[config.mk]
export PLATFORM = sky130hd
export DESIGN_NAME = lbe_arbiter_errcap
export DESIGN_NICKNAME = d
export VERILOG_FILES = /design/src/common/lbe_pkg.sv /design/src/rtl/lbe_arbiter_errcap.sv /design/src/rtl/lbe_brg_slice.sv
export SDC_FILE = /design/constraint.sdc
export NUM_CORES = 1
export LEC_CHECK = 0
export ABC_CLOCK_PERIOD_IN_PS = 6900
export BUFFER_PORTS_ARGS = -buffer_cell sky130_fd_sc_hd__buf_4
export CORE_MARGIN = 10
export CORE_UTILIZATION = 40
export CTS_BUF_LIST = sky130_fd_sc_hd__clkbuf_8
export CTS_CLUSTER_SIZE = 20
export DETAILED_ROUTE_END_ITERATION = 16
export GPL_TIMING_DRIVEN = 0
export PLACE_DENSITY_LB_ADDON = 0.15
export SLEW_MARGIN = 30
export SYNTH_ARGS = -nofsm -noshare
export SYNTH_HDL_FRONTEND = slang
export SYNTH_HIERARCHICAL = 1
export SYNTH_SLANG_ARGS = --single-unit
export TNS_END_PERCENT = 5
[constraint.sdc]
create_clock -name mclk -period 6.9 [get_ports mclk]
set_clock_uncertainty 0.2 [all_clocks]
set_input_delay 1.38 -clock mclk [delete_from_list [all_inputs] [get_ports mclk]]
set_output_delay 1.38 -clock mclk [all_outputs]
set_load 0.01 [all_outputs]
[src/common/lbe_pkg.sv]
package lbe_pkg;
    // ------------------------------------------------------------
    // Register addresses on the device control register bus
    // ------------------------------------------------------------
    localparam logic [9:0] ADDR_ARB_STATUS = 10'h084;
    localparam logic [9:0] ADDR_ARB_EADDR = 10'h086;
    localparam logic [9:0] ADDR_ARB_CTRL = 10'h087;
    localparam logic [9:0] ADDR_BRG_STATUS0 = 10'h0A0;
    localparam logic [9:0] ADDR_BRG_EADDR = 10'h0A2;
    localparam logic [9:0] ADDR_BRG_STATUS1 = 10'h0A4;

    // ------------------------------------------------------------
    // Field positions; bit 0 of a register is the MSB, data[31]
    // ------------------------------------------------------------
    localparam int ACR_MODE_POS = 31;
    localparam int ACR_ORDER_MSB = 30;
    localparam int ACR_HBU_POS = 27;
    localparam int ARB_SLOT_W = 4;
    localparam int ARB_SLOT_TOP = 31;
    localparam int BRG_SLOT_W = 5;
    localparam int BRG_SLOT_TOP = 31;
    localparam int BRG_DMA_SLOT = 1;

    // ------------------------------------------------------------
    // Reset values and codes
    // ------------------------------------------------------------
    localparam logic [31:0] RST_WORD = 32'h0000_0000;
    localparam logic [2:0] ORDER_LAST_CODE = 3'h3;
    localparam logic [1:0] ERR_NONE = 2'h0;
    localparam logic [1:0] ERR_TIMEOUT = 2'h1;
    localparam logic [1:0] ERR_SLAVE = 2'h2;
    localparam int NUM_ARB_MASTERS = 3;
    localparam int NUM_BUS_MASTERS = 4;
    localparam logic [1:0] IDX_DMA = 2'h3;

    typedef enum logic {LBE_FIXED, LBE_FAIR} lbe_mode_e;
endpackage

[src/rtl/lbe_arbiter_errcap.sv]
module lbe_arbiter_errcap (
    input wire logic mclk,
    input wire logic rst_b,
    input wire logic dcr_read,
    input wire logic dcr_write,
    input wire logic [9:0] dcr_abus,
    input wire logic [31:0] dcr_dbus_in,
    output logic dcr_ack,
    output logic [31:0] dcr_dbus_out,
    input wire logic [3:0] bus_req,
    input wire logic [7:0] bus_prio,
    output logic [3:0] bus_gnt,
    input wire logic arb_err_valid,
    input wire logic [1:0] arb_err_master,
    input wire logic arb_err_read,
    input wire logic [31:0] arb_err_addr,
    input wire logic arb_err_lock_f,
    input wire logic arb_err_lock_a,
    input wire logic brg_err_valid,
    input wire logic [1:0] brg_err_master,
    input wire logic [1:0] brg_err_type,
    input wire logic brg_err_read,
    input wire logic [31:0] brg_err_addr,
    input wire logic brg_err_lock_f,
    input wire logic brg_err_lock_a
);
    // ------------------------------------------------------------
    // Reset release
    // ------------------------------------------------------------
    logic rst_meta_ff;
    logic rst_n_s;

    // Two-flop release of the asynchronous reset
    always_ff @(posedge mclk or negedge rst_b) begin
        if (!rst_b) begin
            rst_meta_ff <= 1'b0;
            rst_n_s <= 1'b0;
        end else begin
            rst_meta_ff <= 1'b1;
            rst_n_s <= rst_meta_ff;
        end
    end

    // ------------------------------------------------------------
    // Control bus slave
    // ------------------------------------------------------------
    logic ack_ff;
    logic [31:0] dout_ff;
    logic [31:0] rdata;
    logic sel;
    logic wr_stb;
    logic [31:0] acr_ff;
    logic [11:0] arb_st_ff;
    logic [31:0] arb_ear_ff;
    logic [31:0] brg_ear_ff;
    logic [4:0] brg_fld [4];
    logic [31:0] brg_st0;
    logic [31:0] brg_st1;

    // Map a bridge slot number to its five bits of a status word
    function automatic logic [31:0] brg_place(input logic [4:0] f, input int slot);
        logic [31:0] w;
        w = 32'h0000_0000;
        w[lbe_pkg::BRG_SLOT_TOP - slot * lbe_pkg::BRG_SLOT_W -: lbe_pkg::BRG_SLOT_W] = f;
        return w;
    endfunction

    // Extract a bridge slot from a write word
    function automatic logic [4:0] brg_pick(input logic [31:0] w, input int slot);
        return w[lbe_pkg::BRG_SLOT_TOP - slot * lbe_pkg::BRG_SLOT_W -: lbe_pkg::BRG_SLOT_W];
    endfunction

    assign brg_st0 = brg_place(brg_fld[0], 0) | brg_place(brg_fld[1], 1)
                   | brg_place(brg_fld[2], 2);
    assign brg_st1 = brg_place(brg_fld[3], lbe_pkg::BRG_DMA_SLOT);

    // Address decode and read mux; reserved bits read as zero
    always_comb begin
        sel = 1'b1;
        rdata = 32'h0000_0000;
        if (dcr_abus == lbe_pkg::ADDR_ARB_STATUS) begin
            rdata = {arb_st_ff, 20'h00000};
        end else if (dcr_abus == lbe_pkg::ADDR_ARB_EADDR) begin
            rdata = arb_ear_ff;
        end else if (dcr_abus == lbe_pkg::ADDR_ARB_CTRL) begin
            rdata = acr_ff;
        end else if (dcr_abus == lbe_pkg::ADDR_BRG_STATUS0) begin
            rdata = brg_st0;
        end else if (dcr_abus == lbe_pkg::ADDR_BRG_EADDR) begin
            rdata = brg_ear_ff;
        end else if (dcr_abus == lbe_pkg::ADDR_BRG_STATUS1) begin
            rdata = brg_st1;
        end else begin
            sel = 1'b0;
        end
    end

    assign wr_stb = dcr_write && sel && !ack_ff;
    assign dcr_ack = ack_ff;
    assign dcr_dbus_out = dout_ff;

    // Acknowledge held until the request drops; read data registered
    always_ff @(posedge mclk or negedge rst_n_s) begin
        if (!rst_n_s) begin
            ack_ff <= 1'b0;
            dout_ff <= lbe_pkg::RST_WORD;
        end else begin
            ack_ff <= sel && (dcr_read || dcr_write);
            dout_ff <= (sel && dcr_read) ? rdata : 32'h0000_0000;
        end
    end

    // ------------------------------------------------------------
    // Arbiter control register and arbitration
    // ------------------------------------------------------------
    logic [31:0] nxt_acr;

    // Only the mode, order and utilisation bits are writable
    always_comb begin
        nxt_acr = acr_ff;
        if (wr_stb && dcr_abus == lbe_pkg::ADDR_ARB_CTRL) begin
            nxt_acr = 32'h0000_0000;
            nxt_acr[lbe_pkg::ACR_MODE_POS] = dcr_dbus_in[lbe_pkg::ACR_MODE_POS];
            nxt_acr[lbe_pkg::ACR_ORDER_MSB -: 3] = dcr_dbus_in[lbe_pkg::ACR_ORDER_MSB -: 3];
            nxt_acr[lbe_pkg::ACR_HBU_POS] = dcr_dbus_in[lbe_pkg::ACR_HBU_POS];
        end
    end

    always_ff @(posedge mclk or negedge rst_n_s) begin
        if (!rst_n_s) begin
            acr_ff <= lbe_pkg::RST_WORD;
        end else begin
            acr_ff <= nxt_acr;
        end
    end

    logic [3:0] gnt_ff;
    logic [1:0] last_ff;
    logic [3:0] nxt_gnt;
    logic [1:0] nxt_last;
    lbe_pkg::lbe_mode_e mode;
    logic [2:0] ocode;
    logic [1:0] base;
    logic high_utilization_enable;

    assign mode = lbe_pkg::lbe_mode_e'(acr_ff[lbe_pkg::ACR_MODE_POS]);
    assign ocode = acr_ff[lbe_pkg::ACR_ORDER_MSB -: 3];
    assign high_utilization_enable = acr_ff[lbe_pkg::ACR_HBU_POS];
    assign bus_gnt = gnt_ff;

    // Reserved order codes fall back to the reset order
    assign base = (ocode > lbe_pkg::ORDER_LAST_CODE) ? 2'h0 : ocode[1:0];

    // Pick highest level; equal levels broken by order or by rotation
    always_comb begin
        logic [3:0] best;
        logic [3:0] score;
        logic [1:0] start;
        logic [1:0] rank;
        best = 4'h0;
        score = 4'h0;
        start = (mode == lbe_pkg::LBE_FAIR) ? 2'(last_ff + 2'h1) : base;
        rank = 2'h0;
        nxt_gnt = 4'h0;
        nxt_last = last_ff;
        if (high_utilization_enable || gnt_ff == 4'h0) begin
            for (int i = 0; i < lbe_pkg::NUM_BUS_MASTERS; i++) begin
                rank = 2'(2'(i) - start);
                score = {bus_prio[2*i +: 2], 2'(2'h3 - rank)};
                if (bus_req[i] && (nxt_gnt == 4'h0 || score > best)) begin
                    best = score;
                    nxt_gnt = 4'h1 << i;
                    nxt_last = 2'(i);
                end
            end
        end
    end

    // One-cycle grant; without high utilisation a gap cycle follows
    always_ff @(posedge mclk or negedge rst_n_s) begin
        if (!rst_n_s) begin
            gnt_ff <= 4'h0;
            last_ff <= 2'h3;
        end else begin
            gnt_ff <= nxt_gnt;
            last_ff <= nxt_last;
        end
    end

    // ------------------------------------------------------------
    // Arbiter error status and address
    // ------------------------------------------------------------
    logic [11:0] nxt_arb_st;
    logic any_flk;

    // Master m owns {timeout, read, flk, alk} at bits 11-4m down to 8-4m
    always_comb begin
        logic [3:0] cur;
        cur = 4'h0;
        nxt_arb_st = arb_st_ff;
        if (wr_stb && dcr_abus == lbe_pkg::ADDR_ARB_STATUS) begin
            nxt_arb_st = arb_st_ff & ~dcr_dbus_in[31:20];
        end
        for (int m = 0; m < lbe_pkg::NUM_ARB_MASTERS; m++) begin
            cur = arb_st_ff[11 - m*lbe_pkg::ARB_SLOT_W -: 4];
            if (arb_err_valid && arb_err_master == 2'(m) && !cur[1]) begin
                nxt_arb_st[11 - m*lbe_pkg::ARB_SLOT_W -: 4] =
                    {1'b1, arb_err_read, arb_err_lock_f, arb_err_lock_a};
            end
        end
    end

    assign any_flk = arb_st_ff[9] | arb_st_ff[5] | arb_st_ff[1];

    always_ff @(posedge mclk or negedge rst_n_s) begin
        if (!rst_n_s) begin
            arb_st_ff <= 12'h000;
            arb_ear_ff <= lbe_pkg::RST_WORD;
        end else begin
            arb_st_ff <= nxt_arb_st;
            if (arb_err_valid && !any_flk) begin
                arb_ear_ff <= arb_err_addr;
            end
        end
    end

    // ------------------------------------------------------------
    // Bridge error records
    // ------------------------------------------------------------
    logic any_alk;

    for (genvar g = 0; g < lbe_pkg::NUM_BUS_MASTERS; g++) begin : g_brg
        localparam int SLOT = (g == 3) ? lbe_pkg::BRG_DMA_SLOT : g;
        logic [4:0] clr;
        logic hit;
        assign hit = (g == 3) ? (dcr_abus == lbe_pkg::ADDR_BRG_STATUS1)
                              : (dcr_abus == lbe_pkg::ADDR_BRG_STATUS0);
        assign clr = (wr_stb && hit) ? brg_pick(dcr_dbus_in, SLOT) : 5'h00;
        lbe_brg_slice u_slice (
            .mclk(mclk),
            .rst_n(rst_n_s),
            .cap(brg_err_valid && brg_err_master == 2'(g)),
            .etype(brg_err_type),
            .is_write(!brg_err_read),
            .lock_f(brg_err_lock_f),
            .lock_a(brg_err_lock_a),
            .clr(clr),
            .fld(brg_fld[g])
        );
    end

    assign any_alk = brg_fld[0][0] | brg_fld[1][0] | brg_fld[2][0] | brg_fld[3][0];

    // Bridge address frozen while any address lock stands
    always_ff @(posedge mclk or negedge rst_n_s) begin
        if (!rst_n_s) begin
            brg_ear_ff <= lbe_pkg::RST_WORD;
        end else if (brg_err_valid && !any_alk) begin
            brg_ear_ff <= brg_err_addr;
        end
    end
endmodule

[src/rtl/lbe_brg_slice.sv]
// ------------------------------------------------------------
// One master's bridge error record: {err[1:0], write, flk, alk}
// ------------------------------------------------------------
module lbe_brg_slice (
    input wire logic mclk,
    input wire logic rst_n,
    input wire logic cap,
    input wire logic [1:0] etype,
    input wire logic is_write,
    input wire logic lock_f,
    input wire logic lock_a,
    input wire logic [4:0] clr,
    output logic [4:0] fld
);
    logic [4:0] fld_ff;
    logic [4:0] nxt_fld;
    logic locked;

    assign locked = fld_ff[1] | fld_ff[0];
    assign fld = fld_ff;

    // Capture beats a same-cycle clear; a locked record ignores capture but can still be cleared
    always_comb begin
        nxt_fld = fld_ff & ~clr;
        if (cap && !locked) begin
            nxt_fld = {etype, is_write, lock_f, lock_a};
        end
    end

    // Record register
    always_ff @(posedge mclk or negedge rst_n) begin
        if (!rst_n) begin
            fld_ff <= 5'h00;
        end else begin
            fld_ff <= nxt_fld;
        end
    end
endmodule

# == Yosys cells after proc, flatten, opt, wreduce, memory -nomap -nowiden ==
# Index checks and enable logic that the tools add are counted.
# op_classes
n_addsub,9
multipliers,0
mux,45
magnitude_cmp,4
n_shift,0
div,0
n_bitwise,21
n_reduce_logical,54
n_eq_ne,11
# op_table
op,n
2-to-1 mux 32 bit,6
2-to-1 mux 4 bit,16
"equality test 10 x 8 -> 1 bit, second input constant",6
2-to-1 mux 5 bit,8
bitwise OR 32 x 22 -> 32 bit,1
bitwise OR 32 x 27 -> 32 bit,1
logical AND 1 bit,27
2-to-1 mux 27 bit,1
bitwise AND 5 bit,4
inverter 5 bit,4
logical NOT 4 bit,4
bitwise AND 12 bit,1
greater-than comparator 4 bit,3
2-to-1 mux 12 bit,1
2-to-1 mux 2 bit,6
inverter 12 bit,1
"subtractor 2 bit, first input constant",6
logical NOT 1 bit,11
bitwise OR 1 bit,9
2-to-1 mux 1 bit,7
"equality test 2 bit, second input constant",3
nonzero test 2 bit,3
logical OR 1 bit,5
"equality test 2 x 1 -> 1 bit, second input constant",2
other kinds (6),8
# word_totals
ff_bits,142
latchBits,0
input_bits,136
rom_bits,0
ram_bits,0
memories,0
output_inout_bits,37

# == Depth between registers and ports, before layout ==
# depth
word_depth,22
mapped_depth,19

# == Modules after synthesis ==
# The synthesis kept the hierarchy.
# by_module_without_submodules
mod,seq_area_each_um2,cells_each,area_per_inst_um2,n_inst
lbe_arbiter_errcap,3055.4,511,5836.8,1
lbe_brg_slice,125.1,16,231.5,4

# == Worst setup path after synthesis ==
# Ideal clock, no wire load.
# synth_path
path_kind,input to register
startpoint,in bus_req[0]
endpoint,"reg gnt_ff[3], in the netlist bus_gnt[3]"
setup_time_ns,0.132
slack_ns,1.791
stages,18
arrival_time_ns,4.777
n_path_buf,0
cell_sequence,nand2_1 > ha_1 > and3_1 > a32o_2 > nand2b_1 > o22a_1 > ha_1 > nor2b_1 > o211ai_1 > a31oi_1 > nor2_1 > a221oi_1 > ha_1 > nor2b_1 > o211ai_1 > a21oi_1 > o21a_1 > nor2b_1
# synth_between
elab_chain_len,17
word_cells_on_any_way,26
cone_classes,order compare (3); mux (14); reduce/logical (9)
# synth_rtl
item,line_no,rtl
from (decl),lbe_arbiter_errcap.sv:10,"input wire logic [3:0] bus_req,"
2-to-1 mux 4 bit / 2-to-1 mux 1 bit (equally long branches),lbe_arbiter_errcap.sv:170,if (bus_req[i] && (nxt_gnt == 4'h0 || score > best)) begin
2-to-1 mux 4 bit,lbe_arbiter_errcap.sv:166,if (high_utilization_enable || gnt_ff == 4'h0) begin
greater-than comparator 4 bit / logical NOT 4 bit (equally long branches),lbe_arbiter_errcap.sv:170,
logical OR 1 bit,lbe_arbiter_errcap.sv:170,
logical AND 1 bit,lbe_arbiter_errcap.sv:170,
2-to-1 mux 4 bit,lbe_arbiter_errcap.sv:170,
2-to-1 mux 4 bit,lbe_arbiter_errcap.sv:166,
greater-than comparator 4 bit / logical NOT 4 bit (equally long branches),lbe_arbiter_errcap.sv:170,
[... 2 more ...],-,
2-to-1 mux 4 bit,lbe_arbiter_errcap.sv:170,
2-to-1 mux 4 bit,lbe_arbiter_errcap.sv:166,
greater-than comparator 4 bit / logical NOT 4 bit (equally long branches),lbe_arbiter_errcap.sv:170,
logical OR 1 bit,lbe_arbiter_errcap.sv:170,
logical AND 1 bit,lbe_arbiter_errcap.sv:170,
2-to-1 mux 4 bit (*),lbe_arbiter_errcap.sv:170,
2-to-1 mux 4 bit (*),lbe_arbiter_errcap.sv:166,
via nxt_gnt[3],lbe_arbiter_errcap.sv:139,logic [3:0] nxt_gnt;
to (signal assigned),lbe_arbiter_errcap.sv:185,gnt_ff <= nxt_gnt;
to (decl),lbe_arbiter_errcap.sv:137,logic [3:0] gnt_ff;
# The timed path passes the listed nets; every way through them passes the cells marked *. The select of a mux whose other input is x is not followed.
# A chain may end at the register's enable or synchronous reset.

# == Worst setup path after layout ==
# layout_path
startpoint,in bus_req[0]
endpoint,"reg gnt_ff[0], in the netlist bus_gnt[0]"
# Same word-level chain as after synthesis.

==> results.txt <==
VDD sags by at most 0.000130 V. The floorplan die area was 22500 um2. Dividing the detail-routed via count by the number of cells gives 5.17.

Setup violations remaining at the end of the flow were counted as 0. The H-tree was split into 4 levels. The fraction of layout instances using a drive strength above 1 was 41.6%. The min-delay analysis places its worst path in the category register to asynchronous set/reset pin. Commonest register cell after synthesis: dfrtp_1. The number of antenna diodes in the final layout is 0. The post-CTS repair timing setup buffer count came out at 0.

During I/O placement, the number of pins put on the boundary was 173. The flow ran to the end, and the final reports show no timing, DRC or antenna violations. The tool flagged a number of max-cap violations equal to 0. The tools report the total congestion overflow as 0.

Share of total power consumed by net switching: 27.4%. Timing would allow up to 0.189 GHz. Counting every sink on the clock net gives 142. For the overall routing resource usage, the log shows 16.9%. At the worst endpoint, the arrival time is 5.43 ns. The power per standard cell area is 309 nW/um2, and the floorplan die width is 150 um. The number of endpoints with negative hold slack in the final report was 0.

From synthesis to final layout, the design area changed by 29.6%. The area of the core came out at 16600 um2. The clock network fraction of total power is 29.6%. TritonCTS built the clock tree.

Leaving out fill and tap cells, the most frequent cells in the layout are buf_4, dfrtp_1, mux2_2. By startpoint and endpoint, the worst setup path is classified as primary input to register. In this run the clock root is driven by a clkbuf_8.

The leading cell type in the layout, fill and taps excluded is buf_4. The total CTS buffers is 17, and the peak fanout along the critical path is 10. Counting flops with an async set or reset pin after synthesis yields a share of 100%. Setup repair after global routing left no endpoint under its margin. In the final design database the tool counted 897 nets. The average instance in the mapped netlist occupies 11.8 um2. For this design the total switching power over the nets is 743 uW. The number of synthesized register bits came out at 142. STA classifies the critical path startpoint as a primary input. The share of the clock period used by the worst path works out to 76.8%. The logs give 5528 for the via count of the first global-routing pass and 2 for the number of buffers between clock root and the deepest sink. The number of nets in the synthesized netlist is 721. Row generation in the floorplan step produced 47 rows.

The number of different library cells used by synthesis comes to 55. The initial utilization of the core area, before any placement, comes to 40.8%. Actual transition at the worst max-transition pin: 0.816 ns. For this design, the CTS-stage hold fixing added 0 buffers. The run gives 0 as the max-slew violation total from the final report. Before antenna repair, the detailed router went through 5 iterations. The combined area of all synthesized cells is 6760 um2, and the vias after detailed routing is 5087. Clock-pin slew was measured on the worst setup and hold paths at 0.08 ns.

Normalized max-slew margin: 44.9%. In the final routed layout, each cell accounts on average for 19.3 um. For the worst path required time, the log shows 7.03 ns. For this block, the routed nets add up to 19000 um of wire.

By area the synthesized netlist is led by dfrtp_1, mux2_2, a22oi_1. Once detailed placement completed, the half-perimeter wirelength came to 14900 um. Hold timing on the final database bottoms out at a slack of 0.0208 ns. Internal power comes to 1970 uW. For this block, the initial DRC count from the detailed router was 273. At the end of the flow the core is filled with cells to 52.8%. The largest total area in the synthesized netlist belongs to dfrtp_1. Synthesis produced a netlist whose cell count is 575. The detail route stage leaves a number of antenna-violating nets equal to 0. Largest net degree at the start of global routing: 50.

The logs give 0.00397 uW for the leakage power and 0 for the post-cts resize count. The first global-routing pass estimated 29600 um of wire. The number of DRC violations after detailed routing was 0; the part of the total power dissipated in sequential elements was 47.3%.

The quantity of I/O buffers inserted on ports is 154. The last weighted congestion value of the routability-driven placer came out at 0.860. The die is 150 um tall.

After routing, the total negative slack on setup checks comes to 0 ns. The number of flops mapped to enable cells by yosys is 0. For the fraction of power consumed by combinational cells, the log shows 23.0%. Number of antenna violations at the first check in global routing: 0. The routed design could run at a clock period as short as 5.30 ns. For the sequential area share after synthesis, the log shows 52.6%.

At the later pin of the worst-skew pair, clock insertion delay measures 0.46 ns. The Yosys step of the flow raised 6 warnings. Portion of synthesized cell area occupied by the leading cell type: 51.8%. STA classifies the critical path endpoint as a register.
sequential cells by signal, indices dropped and copies added, names as in the netlist:
| signal | cells |
|---|---|
| arb_st_ff | 12 |
| dcr_ack | 1 |
| brg_ear_ff | 32 |
| rst_meta_ff | 1 |
| dcr_dbus_out | 32 |
| g_brg.u_slice/fld | 20 |
| rst_n_s | 1 |
| acr_ff | 5 |
| bus_gnt | 4 |
| arb_ear_ff | 32 |
| last_ff | 2 |
critical path: stages:
cell      delay [ns]
buf_4           0.12
nand2_1         0.07
ha_1            0.28
and3_1          0.17
a32o_2          0.32
nand2b_1        0.22
o22a_1          0.18
ha_1            0.29
nor2b_1         0.13
o211ai_1        0.09
a31oi_1         0.67
nor2_1          0.11
a221oi_1        0.27
ha_1            0.29
nor2b_1         0.13
o211ai_1        0.15
a21oi_1         0.11
o21a_1          0.22
nor4_1          0.22
synth_stat cells, types with 4 or more instances:
master / number
inv_1: 13
a21bo_2: 6
buf_2: 13
nor2b_1: 19
a21oi_1: 12
nor3b_4: 4
o21ai_0: 23
ha_1: 10
and2_1: 22
nor3_1: 12
dfrtp_1: 140
clkbuf_1: 4
nor2_1: 44
a22oi_1: 31
nand2_1: 32
nand3_1: 5
mux2i_1: 14
nand2b_1: 8
nand3b_1: 10
mux2_2: 90
kinds of logic after synthesis:
logic type / Yosys count / share of synthesized area, %
AOI/OAI and AO/OA: 98 / 10.1
xor gates and xnor gates: 2 / 0.259
adders and majority gates: 10 / 1.85
buffers and inverters: 37 / 2.68
DFF: 142 / 52.6
muxes: 106 / 17.4
other: 1 / 0.0555
and+or+nand+nor: 179 / 15.1
final timing paths:
kind / from / end / slack (ns) / depth (start not counted)
setup / recovery: bus_req[0] / bus_gnt[0] / 1.60 / 19
hold reg to reg: rst_n_s / dcr_dbus_out[19] / 0.02 / 0
setup reg to reg: acr_ff[31] / bus_gnt[0] / 2.27 / 15
min in group mclk: rst_meta_ff / rst_n_s / 0.17 / 0
hold / removal: rst_n_s / dcr_dbus_out[19] / 0.02 / 0
max in group asynchronous: rst_n_s / last_ff[1] / 5.64 / 2
metrics by stage:
step / std cells / setup slack, ns / instance area [um2] / power, uW
finish: 984 / 1.60 / 8760 / 2710
global placement: 949 / 0.913 / 8190 / 1880
detailed placement: 952 / 1.17 / 8270 / 1920
floorplan: 575 / 1.79 / 6760 / 1690
CTS: 984 / 1.63 / 8760 / 2730
global route: 984 / 1.15 / 8760 / 2870
power groups by stage:
stage | Combinational (uW) | Clock (uW) | Sequential [uW]
2_1_floorplan | 447 | 0 | 1240
3_3_place_gp | 584 | 0 | 1300
3_5_place_dp | 626 | 0 | 1300
4_1_cts | 631 | 817 | 1280
5_1_grt | 694 | 855 | 1320
6_report | 624 | 803 | 1280
layer usage:
metal | part of all wire, % | routed length, um | global-route usage, %
met5 | 0 | 0 | 0
met4 | 1.2 | 219 | 4.96
met3 | 7.9 | 1510 | 5.43
met2 | 47 | 8830 | 26.7
met1 | 44 | 8430 | 21.8
cell type report:
type	instances	area, um2
buffer	24	133
clock buffer	19	262
clock inverter	13	221
fill	1531	7820
inverter	13	48.8
multi-input combinational	396	3040
sequential	142	3560
tap	220	275
timing repair buffer	157	1220
Note: power is estimated with default switching activity, not from simulation.
